<file path="config.mk">
export PLATFORM = sky130hd
export DESIGN_NAME = ita_abort_src
export DESIGN_NICKNAME = d
export VERILOG_FILES = /design/src/logic/ita_pkg.sv /design/src/logic/ita_abort_src.sv /design/src/logic/ita_sync.sv /design/src/logic/ita_loss_chk.sv
export VERILOG_INCLUDE_DIRS = /design/src /design/src/logic
export SDC_FILE = /design/constraint.sdc
export NUM_CORES = 1
export LEC_CHECK = 0
export ABC_CLOCK_PERIOD_IN_PS = 1350
export BUFFER_PORTS_ARGS = -buffer_cell sky130_fd_sc_hd__buf_2
export CAP_MARGIN = 20
export CORE_UTILIZATION = 41
export DETAILED_ROUTE_END_ITERATION = 12
export GPL_TIMING_DRIVEN = 0
export PLACE_DENSITY_LB_ADDON = 0.1
export SYNTH_ARGS = -nofsm -noshare
export SYNTH_HDL_FRONTEND = slang
export SYNTH_HIERARCHICAL = 1
export SYNTH_SLANG_ARGS = --single-unit
</file>
<file path="constraint.sdc">
create_clock -name pclk -period 1.35 [get_ports pclk]
set_input_delay 0.0675 -clock pclk [delete_from_list [all_inputs] [get_ports pclk]]
set_output_delay 0.0675 -clock pclk [all_outputs]
set_load 0.005 [all_outputs]
</file>
<file path="src/logic/ita_params.svh">
// Address map, field positions and reset values of the abort-cause block.
// Assumes a 32-bit APB byte address compared in full.
`ifndef ITA_PARAMS_SVH
`define ITA_PARAMS_SVH
// ==========================================
// Register addresses
`define ITA_ADDR_CTRL 32'h5000_1400
`define ITA_ADDR_TGT 32'h5000_1404
`define ITA_ADDR_DCMD 32'h5000_1410
`define ITA_ADDR_CLR 32'h5000_1454
`define ITA_ADDR_CAUSE 32'h5000_1480
// ==========================================
// Field positions
`define ITA_CTRL_MST_EN 0
`define ITA_CTRL_HS 2
`define ITA_CTRL_RESTART 5
`define ITA_TGT_GC_START 10
`define ITA_TGT_COMMAND_SELECT_A 11
`define ITA_TGT_TENBIT 12
`define ITA_DCMD_CMD 8
`define ITA_DCMD_GC_READ 9
// ==========================================
// Abort cause bit positions
`define ITA_B_ADDR7 0
`define ITA_B_ADDR10_1 1
`define ITA_B_ADDR10_2 2
`define ITA_B_DATA 3
`define ITA_B_GC_NACK 4
`define ITA_B_GC_READ 5
`define ITA_B_HS_ACK 6
`define ITA_B_SB_ACK 7
`define ITA_B_HS_NORS 8
`define ITA_B_SB_NORS 9
`define ITA_B_10B_RD 10
`define ITA_B_MST_DIS 11
`define ITA_B_ARB 12
`define ITA_B_SLV_FLUSH 13
`define ITA_B_SLV_LOSS 14
`define ITA_B_SLV_RD 15
// ==========================================
// Reset values
`define ITA_CAUSE_RST 16'h0000
`define ITA_WORD_RST 32'h0000_0000
// Idle level of the open-drain lines, held by their pull-ups
`define ITA_LINE_IDLE 1'b1
`endif

</file>
<file path="src/logic/ita_pkg.sv">
// Types shared by the abort-cause block and its helpers.
// Assumes nothing beyond a SystemVerilog-2012 compiler.
`default_nettype none
package ita_pkg;
  // ==========================================
  // Master engine outcome pulses
  typedef struct packed {
    logic seven_bit_addr_unacked;
    logic ten_bit_first_addr_unacked;
    logic ten_bit_second_addr_unacked;
    logic data_byte_unacked;
    logic general_call_unacked;
    logic start_byte_acked;
    logic hs_master_code_acked;
    logic arbitration_loss;
  } ita_mst_evt_t;
  // ==========================================
  // Slave engine status
  typedef struct packed {
    logic serving_read;
    logic tx_active;
    logic tx_bit;
    logic read_cmd_rx;
    logic tx_fifo_nonempty;
  } ita_slv_t;
  // ==========================================
  // Whole state of the main block
  typedef struct packed {
    logic [15:0] cause;
    logic master_en;
    logic hs_mode;
    logic restart_en;
    logic command_select_a;
    logic general_call_or_start_byte_select_sel;
    logic ten_bit;
    logic reassert;
    logic [31:0] prdata;
    logic err;
  } ita_state_t;
endpackage : ita_pkg
`default_nettype wire

</file>
<file path="src/logic/ita_abort_src.sv">
// Transmit-abort cause register with its APB slave and bus-loss check.
// Assumes the transfer engines supply outcome pulses on pclk and that
// the bus pins arrive asynchronously.
//
// What this block does
// - Read-command write while serving a remote read sets bit 15.
// - Slave losing the bus sets bit 14 together with bit 12.
// - Slave compares line with intended bit at each clock rise.
// - Read command received with data in TX FIFO sets bit 13.
// - Bit 12 flags lost arbitration, of slave when bit 14 set.
// - Master and slave causes are collected side by side.
// - Master request with master mode off sets bit 11.
// - No restart plus 10-bit read command sets bit 10.
// - No restart plus START byte attempt sets bit 9.
// - Bit 9 cleared with cause present returns after one cycle.
// - No restart plus high-speed master request sets bit 8.
// - Acknowledged START byte sets bit 7.
// - Acknowledged high-speed master code sets bit 6.
// - General call followed by queued read sets bit 5.
// - Unacknowledged general call sets bit 4.
// - Master data byte unacknowledged sets bit 3.
// - Unacknowledged second 10-bit address byte sets bit 2.
// - Unacknowledged first 10-bit address byte sets bit 1.
// - Unacknowledged 7-bit address sets bit 0.
`default_nettype none
`include "ita_params.svh"
module ita_abort_src import ita_pkg::*; #(
  parameter int AW = 32
) (
  input wire logic pclk, // System clock, 100 MHz
  input wire logic presetn, // Async reset, active low
  input wire logic psel, // APB select
  input wire logic penable, // APB access phase
  input wire logic pwrite, // APB write
  input wire logic [AW-1:0] paddr, // APB byte address
  input wire logic [31:0] pwdata, // APB write data
  output logic [31:0] prdata, // APB read data
  output logic pready, // APB ready
  output logic pslverr, // APB error on unmapped address
  input wire logic scl_in, // Clock line level
  input wire logic sda_in, // Data line level
  input wire ita_mst_evt_t mst_evt, // Master outcome pulses
  input wire ita_slv_t slv, // Slave engine status
  output logic master_start, // Accepted master request pulse
  output logic transmit_abort_interrupt, // Any cause pending
  output logic flush_tx, // Flush TX FIFO while aborted
  output logic stop_xfer, // Halt current transfer
  output logic [15:0] abort_cause // Cause bits for the engines
);
  // Address decode compares full 32-bit words only
  if (AW != 32) begin : g_aw_chk
    $error("ita_abort_src: AW must be 32");
  end

  ita_state_t st_q, st_d;
  logic scl_s;
  logic sda_s;
  logic slv_loss;
  logic setup;
  logic access;
  logic wr;
  logic dcmd_wr;
  logic clr;
  logic attempt;
  logic mst_ok;
  logic sbyte_cause;
  logic mapped;
  logic [15:0] set_c;
  logic [31:0] rd_mux;

  // ==========================================
  // Pin synchronisers and slave ownership check
  ita_sync #(.W(2)) u_sync (
    .pclk(pclk),
    .presetn(presetn),
    .din({scl_in, sda_in}),
    .dout({scl_s, sda_s})
  );

  ita_loss_chk u_chk (
    .pclk(pclk),
    .presetn(presetn),
    .scl_s(scl_s),
    .sda_s(sda_s),
    .tx_active(slv.tx_active),
    .tx_bit(slv.tx_bit),
    .loss(slv_loss)
  );

  // ==========================================
  // APB phase decode; zero wait states, data latched in setup
  assign setup = psel && !penable;
  assign access = psel && penable;
  assign pready = access;
  assign pslverr = access && st_q.err;
  assign prdata = st_q.prdata;
  assign wr = access && pwrite && !st_q.err;
  assign dcmd_wr = wr && (paddr == `ITA_ADDR_DCMD);
  // Clearing on read keeps the cause bits read-only
  assign clr = access && !pwrite && (paddr == `ITA_ADDR_CLR);

  // Address map; the clear register reads as zero
  always_comb begin
    mapped = 1'b1;
    rd_mux = `ITA_WORD_RST;
    unique case (paddr)
      `ITA_ADDR_CTRL: begin
        rd_mux[`ITA_CTRL_MST_EN] = st_q.master_en;
        rd_mux[`ITA_CTRL_HS] = st_q.hs_mode;
        rd_mux[`ITA_CTRL_RESTART] = st_q.restart_en;
      end
      `ITA_ADDR_TGT: begin
        rd_mux[`ITA_TGT_GC_START] = st_q.general_call_or_start_byte_select_sel;
        rd_mux[`ITA_TGT_COMMAND_SELECT_A] = st_q.command_select_a;
        rd_mux[`ITA_TGT_TENBIT] = st_q.ten_bit;
      end
      `ITA_ADDR_CAUSE: begin
        rd_mux[15:0] = st_q.cause;
      end
      `ITA_ADDR_DCMD, `ITA_ADDR_CLR: begin
        rd_mux = `ITA_WORD_RST;
      end
      default: begin
        mapped = 1'b0;
      end
    endcase
  end

  // ==========================================
  // Request qualification from data/command writes
  // A write while serving a remote read is slave data, not a request
  assign attempt = dcmd_wr && !slv.serving_read;
  assign mst_ok = attempt && st_q.master_en;
  // START byte selected while restart is off
  assign sbyte_cause = !st_q.restart_en && st_q.command_select_a && st_q.general_call_or_start_byte_select_sel;

  // ==========================================
  // Cause set terms; master and slave sides OR in independently
  always_comb begin
    set_c = `ITA_CAUSE_RST;
    set_c[`ITA_B_SLV_RD] = dcmd_wr && pwdata[`ITA_DCMD_CMD]
      && slv.serving_read;
    set_c[`ITA_B_SLV_LOSS] = slv_loss;
    set_c[`ITA_B_SLV_FLUSH] = slv.read_cmd_rx && slv.tx_fifo_nonempty;
    set_c[`ITA_B_ARB] = mst_evt.arbitration_loss || slv_loss;
    set_c[`ITA_B_MST_DIS] = attempt && !st_q.master_en;
    set_c[`ITA_B_10B_RD] = mst_ok && !st_q.restart_en && st_q.ten_bit
      && pwdata[`ITA_DCMD_CMD];
    // Re-arm pulse brings bit 9 back a cycle after a premature clear
    set_c[`ITA_B_SB_NORS] = (mst_ok && sbyte_cause) || st_q.reassert;
    set_c[`ITA_B_HS_NORS] = mst_ok && !st_q.restart_en && st_q.hs_mode;
    set_c[`ITA_B_SB_ACK] = mst_evt.start_byte_acked;
    set_c[`ITA_B_HS_ACK] = mst_evt.hs_master_code_acked && st_q.hs_mode;
    set_c[`ITA_B_GC_READ] = mst_ok && st_q.command_select_a && !st_q.general_call_or_start_byte_select_sel
      && pwdata[`ITA_DCMD_GC_READ];
    set_c[`ITA_B_GC_NACK] = mst_evt.general_call_unacked;
    // Master only: slave-side data nacks are normal end of read
    set_c[`ITA_B_DATA] = mst_evt.data_byte_unacked && st_q.master_en;
    set_c[`ITA_B_ADDR10_2] = mst_evt.ten_bit_second_addr_unacked
      && st_q.ten_bit;
    set_c[`ITA_B_ADDR10_1] = mst_evt.ten_bit_first_addr_unacked
      && st_q.ten_bit;
    set_c[`ITA_B_ADDR7] = mst_evt.seven_bit_addr_unacked && !st_q.ten_bit;
  end

  // ==========================================
  // Next state: registers, causes and read data
  always_comb begin
    st_d = st_q;
    if (setup) begin
      st_d.prdata = rd_mux;
      st_d.err = !mapped;
    end
    if (wr && paddr == `ITA_ADDR_CTRL) begin
      st_d.master_en = pwdata[`ITA_CTRL_MST_EN];
      st_d.hs_mode = pwdata[`ITA_CTRL_HS];
      st_d.restart_en = pwdata[`ITA_CTRL_RESTART];
    end
    if (wr && paddr == `ITA_ADDR_TGT) begin
      st_d.general_call_or_start_byte_select_sel = pwdata[`ITA_TGT_GC_START];
      st_d.command_select_a = pwdata[`ITA_TGT_COMMAND_SELECT_A];
      st_d.ten_bit = pwdata[`ITA_TGT_TENBIT];
    end
    // A set in the clearing cycle survives the clear
    st_d.cause = set_c | (st_q.cause & ~{16{clr}});
    // Clear with the START-byte cause still present: drop, then return
    st_d.reassert = clr && sbyte_cause && st_q.cause[`ITA_B_SB_NORS];
  end

  always_ff @(posedge pclk or negedge presetn) begin
    if (!presetn) begin
      st_q <= '0;
    end else begin
      st_q <= st_d;
    end
  end

  // ==========================================
  // Outputs; abort holds off transfers until software clears it
  assign abort_cause = st_q.cause;
  assign transmit_abort_interrupt = |st_q.cause;
  assign flush_tx = |st_q.cause;
  assign stop_xfer = |st_q.cause;
  assign master_start = mst_ok && (set_c == `ITA_CAUSE_RST) && !stop_xfer;
endmodule : ita_abort_src
`default_nettype wire

</file>
<file path="src/logic/ita_sync.sv">
// Two-flop synchroniser for the bus pins.
// Assumes asynchronous pin levels; output is safe for pclk logic.
`default_nettype none
`include "ita_params.svh"
module ita_sync import ita_pkg::*; #(
  parameter int W = 2
) (
  input wire logic pclk, // System clock
  input wire logic presetn, // Async reset, active low
  input wire logic [W-1:0] din, // Raw pin levels
  output logic [W-1:0] dout // Synchronised levels
);
  // Refuse an empty synchroniser at elaboration
  if (W < 1) begin : g_w_chk
    $error("ita_sync: W must be positive");
  end
  logic [W-1:0] s1_q;
  logic [W-1:0] s2_q;
  // ==========================================
  // Per-bit flop pair; first stage feeds only the second
  genvar i;
  for (i = 0; i < W; i++) begin : g_bit
    always_ff @(posedge pclk or negedge presetn) begin
      if (!presetn) begin
        // Idle level, so no false line edge follows reset
        s1_q[i] <= `ITA_LINE_IDLE;
        s2_q[i] <= `ITA_LINE_IDLE;
      end else begin
        s1_q[i] <= din[i];
        s2_q[i] <= s1_q[i];
      end
    end
  end
  assign dout = s2_q;
endmodule : ita_sync
`default_nettype wire

</file>
<file path="src/logic/ita_loss_chk.sv">
// Slave-transmitter bus ownership check.
// Assumes synchronised clock and data lines from ita_sync.
`default_nettype none
`include "ita_params.svh"
module ita_loss_chk import ita_pkg::*; (
  input wire logic pclk, // System clock
  input wire logic presetn, // Async reset, active low
  input wire logic scl_s, // Synchronised clock line
  input wire logic sda_s, // Synchronised data line
  input wire logic tx_active, // Slave is driving data
  input wire logic tx_bit, // Bit the slave intends on the line
  output logic loss // One-cycle pulse on mismatch
);
  typedef struct packed {
    logic scl_prev;
    logic loss;
  } ita_chk_t;
  ita_chk_t st_q, st_d;
  // ==========================================
  // Compare at each clock-line rise; open-drain means a zero wins
  always_comb begin
    st_d = st_q;
    st_d.scl_prev = scl_s;
    st_d.loss = tx_active && scl_s && !st_q.scl_prev && (sda_s != tx_bit);
  end
  always_ff @(posedge pclk or negedge presetn) begin
    if (!presetn) begin
      // Previous clock starts at idle; zero would fake a rise after reset
      st_q <= '{scl_prev: `ITA_LINE_IDLE, loss: 1'b0};
    end else begin
      st_q <= st_d;
    end
  end
  assign loss = st_q.loss;
endmodule : ita_loss_chk
`default_nettype wire

</file>
==> results of run 1 <==
## how the worst max path moves through the flow
stage / depth (start not counted) / from / slack [ns] / endpoint
2_1_floorplan: 4 / st_q[0] / -0.06 / st_q[37]
3_3_place_gp: 6 / paddr[5] / -0.33 / master_start
3_5_place_dp: 6 / paddr[16] / -0.39 / master_start
4_1_cts: 5 / st_q[34] / -0.42 / master_start
5_1_grt: 4 / abort_cause[1] / -0.59 / master_start
6_report: 6 / abort_cause[10] / -0.50 / transmit_abort_interrupt
## timing repair
| action | 4_1_cts | 5_1_grt |
|---|---|---|
| gates cloned | 0 | 0 |
| setup endpoints to repair | 11 | 26 |
| hold buffers | 11 | 0 |
| hold endpoints to repair | 51 | 0 |
| pin swaps | 13 | 12 |
| resized for setup | 35 | 19 |
| buffers inserted | 20 | 6 |
## where the power goes
| part | switching, mW | internal, mW | total (mW) |
|---|---|---|---|
| sequential | 0.00961 | 1.40 | 1.41 |
| combinational | 0.151 | 0.170 | 0.321 |
| clock | 0.468 | 0.366 | 0.834 |
| total | 0.628 | 1.93 | 2.56 |
## sequential cells by signal, summed over array words and instances (netlist names)
register / cells
abort_cause: 16
prdata: 16
st_q: 8
u_sync/dout: 2
u_sync/s1_q: 2
u_chk/loss: 1
u_chk/st_q: 1
## logic make-up after synthesis
group                      share of synthesized area [%]
and+or+nand+nor                                    21.29
DFF                                                45.48
adders and majority gates                         0.3933
AOI/OAI and AO/OA                                  12.49
other                                             0.1474
muxes                                              3.835
xor gates and xnor gates                          0.3442
buffers and inverters                              16.03
## through the flow
stage | setup TNS (ns) | cell area (um2) | util [%]
floorplan | -0.3735 | 2605 | -
global placement | -6.723 | 3179 | 53.38
detailed placement | -7.811 | 3179 | 53.38
CTS | -3.181 | 3672 | 61.66
global route | -5.110 | 3830 | 64.31
finish | -4.105 | 3830 | 64.31
## worst max-delay path, cell delays in order, from the launching register on
cell,delay (ns)
dfrtp_1,0.41
nor4_2,0.32
nand4_1,0.22
buf_4,0.20
buf_6,0.12
buf_6,0.11
buf_6,0.10
## metal layers
layer / vias up / wire length [um] / GRT usage (%) / share of wire [%]
met5: - / 0 / 0 / 0
met1: 1074 / 2894 / 28.40 / 43
met4: 0 / 63 / 5.893 / 0.93
met3: 4 / 465 / 3.483 / 6.9
met2: 103 / 3356 / 34.83 / 49
li1: 1098 / - / - / -
## layout by cell type (no fill, tap or decap), types with 4 or more instances in the layout
cell type and n:
dfrtp_1 34, nor2b_1 4, buf_2 94, nand4_1 5, a22o_1 17, and2_1 4, buf_4 71, nor4b_1 4
nor4b_2 4, a21o_1 5, dlygate4sd3_1 11, nand2_1 4, conb_1 16, nor4_1 5, clkbuf_8 5, nor4_4 4
dfrtp_2 7, dfstp_2 5, buf_6 10, mux2_4 5, nor4_2 7
## cell type report
class	instances	area (um2)	area share, %
Buffer	55	414.1	10.81
Inverter	2	7.507	0.1960
Tap cell	75	93.84	2.450
Clock buffer	6	72.57	1.895
Clock inverter	2	13.76	0.3594
Sequential cell	46	1166	30.45
Timing Repair Buffer	134	839.6	21.92
Multi-Input combinational cell	139	1222	31.92
==> results.toml, run 1 <==
[setup_path]
rr_startpoint = "st_q[0]"
path_max_fanout = 3
start_kind = "flip-flop"
setup.worst_path.end_class = "primary output"
critPathKind = "reg -> out"
cp.arrival_ns = 1.78
r2r_end = "st_q[34]"
reg2reg_slack_ns = -0.41
required_ns = 1.28
reg2reg_depth = 6

[synth]
synthArstFlopShare_pct = 100.0
syn_area_mm2 = 0.002545
synth_edf_count = 0
synth_top_cell_by_area = "dfrtp_1"
ys_top_cells_by_count = "51 x buf_4, 41 x dfrtp_1, 17 x a22o_1, 13 x nor4_1, 6 x nor4b_1"
ys_seq_area_share_pct = 45.48
syn_area_per_cell_um2 = 11.21
synth_cells = 227
synthDistinctLibCells = 49
yosysMostFrequentCell = "buf_4"
yosysWarningCount = 6
synthFlopType = "dfrtp_1"
ys_seq_elements = 46
netlist_top_cells_area = "dfrtp_1 40%, buf_4 15%, a22o_1 5.9%"
synth_top_area_share_pct = 40.31

[hold_path]
hold_depth = 2
hold_path_end = "st_q[37]"
hold_path.class = "in -> reg"
holdCritStartpoint = "pwdata[5]"

[power_and_ir_drop]
vdd_ir_drop_max_mv = 0.4476
power_mw = 2.560
leakagePower_nw = 1.942
power.density_mw_per_mm2 = 668.6

[route]
vias = 2279
ant_nets = 0
drc = 0
initialDrtViolationCount = 113
routed_wirelength_um = 6780
dr.pass1.iters = 4
via_per_inst = 4.965
routedWlPerCell_um = 14.77

[timing]
final-hold-violation-count = 0
finalCriticalPeriod_ns = 1.846
skew_ns = 0.003859
post-route-period-util_pct = 136.8
grt_setup_unrepaired = "yes"
max_freq_mhz = 541.6
finalWorstSetupSlack_ns = -0.4963
maxSlewViolCount = 0
hold_ws_ns = 0.005721
setup_viol = 12

[layout]
final_cells = 459
syn2layout_area_growth_pct = 50.49
nets = 467
drive_above_1_share_pct = 60.94
antenna_cells = 0
nFillCells = 494

[floorplanning]
dieArea_mm2 = 0.006526
fp.dieH_um = 80.79
core_region_area_mm2 = 0.005956
start_util_pct = 42.73
num_rows = 28
io_pins = 138
dieWidth_um = 80.79

[clocking]
cts_tree = "yes"
clkSlewWorstSetupHoldPaths_ns = 0.09
cts_made_buffers = 5
root_buffer = "clkbuf_8"
clock_latency_ns = 0.29
cts_sinks = 46
htree_num_levels = 2
clock_path_buffers = 2

[grt]
grt_overflow = 0
grt_max_degree = 47
antenna_found_initial = 0
gr-usage-all-layers_pct = 21.03
grt_pass1_vias = 2071
grt_pass1_wl_um = 10290

[status]
violations = "setup timing"
status = "finished, violations left"

[placement]
place_inst = 413
dp_slack_ns = -0.3933
gp_congestion = 0.8034
port_buffers = 96
place.detailed.hpwl_um = 4730

[run]
max_cap_viol_count = 0
Note: power is estimated with default switching activity, not from simulation.
==> run 2, diff against run 1 <==
Settings changed: PLACE_DENSITY set to 0.77, PLACE_DENSITY_LB_ADDON 0.1 to not set.
==> results.toml, run 2 (synthesis results as in run 1) <==
[hold_path]
hold_path.class = "in -> reg"

[power_and_ir_drop]
swShare_pct = 23.91
seqPwrFrac_pct = 55.5
leakagePower_nw = 1.851
clkPwrFrac_pct = 32.2
power.density_mw_per_mm2 = 691.8
p_comb_share_pct = 12.3
p_switching_mw = 0.6055
vdd_ir_drop_max_mv = 0.5095
p_int_mw = 1.927

[timing]
maxSlewViolCount = 0
finalCriticalPeriod_ns = 1.738
max_freq_mhz = 575.4
grt_setup_unrepaired = "yes"
skew_ns = 0.005833
setup_viol = 14
post-route-period-util_pct = 128.7
finalWorstSetupSlack_ns = -0.3881
final-hold-violation-count = 0

[placement]
place_inst = 413
dp_slack_ns = -0.3430
gp_congestion = 0.8121
port_buffers = 96
place.detailed.hpwl_um = 4758

[setup_path]
critPathKind = "reg -> out"
cp.arrival_ns = 1.67
start_kind = "flip-flop"
setup.worst_path.end_class = "primary output"
required_ns = 1.28
path_max_fanout = 3

[floorplanning]
start_util_pct = 42.73
dieWidth_um = 80.79
io_pins = 138
num_rows = 28
core_region_area_mm2 = 0.005956
fp.dieH_um = 80.79
dieArea_mm2 = 0.006526

[clocking]
cts_made_buffers = 5
cts_sinks = 46
clock_latency_ns = 0.30
clock_path_buffers = 2
root_buffer = "clkbuf_8"
clkSlewWorstSetupHoldPaths_ns = 0.08
cts_tree = "yes"
htree_num_levels = 2

[route]
vias = 2242
via_per_inst = 5.016
initialDrtViolationCount = 152
routed_wirelength_um = 6459
ant_nets = 0
drc = 0
routedWlPerCell_um = 14.45
dr.pass1.iters = 4

[layout]
mostFrequentLayoutCells = "94 x buf_2, 64 x buf_4, 35 x dfrtp_1"
drive_above_1_share_pct = 58.06
nFillCells = 510
final_cells = 447
layout_commonest_cell = "buf_2"
antenna_cells = 0
nets = 455
syn2layout_area_growth_pct = 43.85

[grt]
grt_max_degree = 47
grt_pass1_wl_um = 10090
antenna_found_initial = 0
grt_overflow = 0
gr-usage-all-layers_pct = 20.47
grt_pass1_vias = 2104

[run]
max_cap_viol_count = 0

[status]
status = "finished, violations left"
violations = "setup timing"
run 2: critical path: stages (launching register included):
cell and delay, ns:
dfrtp_1 0.41, nor3b_2 0.22, and3_1 0.18, nand4_1 0.17, nor4_2 0.22, buf_2 0.16
run 2: cell type report:
cell class / count / area (um2) / area share (%)
Timing Repair Buffer: 122 / 732.0 / 19.99
Clock inverter: 2 / 13.76 / 0.3759
Buffer: 55 / 414.1 / 11.31
Inverter: 2 / 7.507 / 0.2051
Clock buffer: 6 / 72.57 / 1.982
Tap cell: 75 / 93.84 / 2.563
Multi-Input combinational cell: 139 / 1162 / 31.75
Sequential cell: 46 / 1165 / 31.82
run 2: timing repair:
item / CTS / global route
buffers inserted: 13 / 2
gates resized for setup: 26 / 12
pin swaps: 8 / 4
endpoints found under the hold margin: 50 / 0
hold buffers: 10 / 0
endpoints found under the setup margin: 11 / 30
run 2: worst paths after layout:
check	from	endpoint	cells after the start	slack, ns
worst max-delay path	st_q[0]	master_start	5	-0.39
worst min-delay path	pwdata[0]	st_q[39]	2	0.006
worst max register to register	st_q[0]	st_q[34]	4	-0.27
worst min register to register	u_sync/s1_q[1]	u_sync/dout[1]	0	0.36
max in group asynchronous	presetn	u_chk/st_q[1]	3	0.76
min in group asynchronous	presetn	prdata[2]	2	0.10
run 2: through the flow:
step / power, mW / hold WS, ns / setup TNS, ns / util (%) / area (um2)
2_1_floorplan: 1.540 / -0.2281 / -0.3735 / - / 2605
5_1_grt: 2.641 / 0.007872 / -4.055 / 61.47 / 3661
3_3_place_gp: 1.689 / 0.1735 / -6.178 / 53.38 / 3179
4_1_cts: 2.537 / 0.0007770 / -2.788 / 60.04 / 3576
6_report: 2.533 / 0.005756 / -2.673 / 61.47 / 3661
3_5_place_dp: 1.695 / 0.1755 / -7.377 / 53.38 / 3179
run 2: power groups by stage:
| stage | Combinational (mW) | Clock (mW) | Sequential (mW) |
|---|---|---|---|
| 2_1_floorplan | 0.109 | 0 | 1.43 |
| 3_3_place_gp | 0.255 | 0 | 1.43 |
| 3_5_place_dp | 0.262 | 0 | 1.43 |
| 4_1_cts | 0.297 | 0.836 | 1.40 |
| 5_1_grt | 0.345 | 0.889 | 1.41 |
| 6_report | 0.312 | 0.816 | 1.41 |
run 2: layer usage:
layer	share of wire (%)	GRT usage, %
met5	0	0
met4	1.5	7.143
met3	6.0	4.831
met2	51	35.00
met1	42	25.27
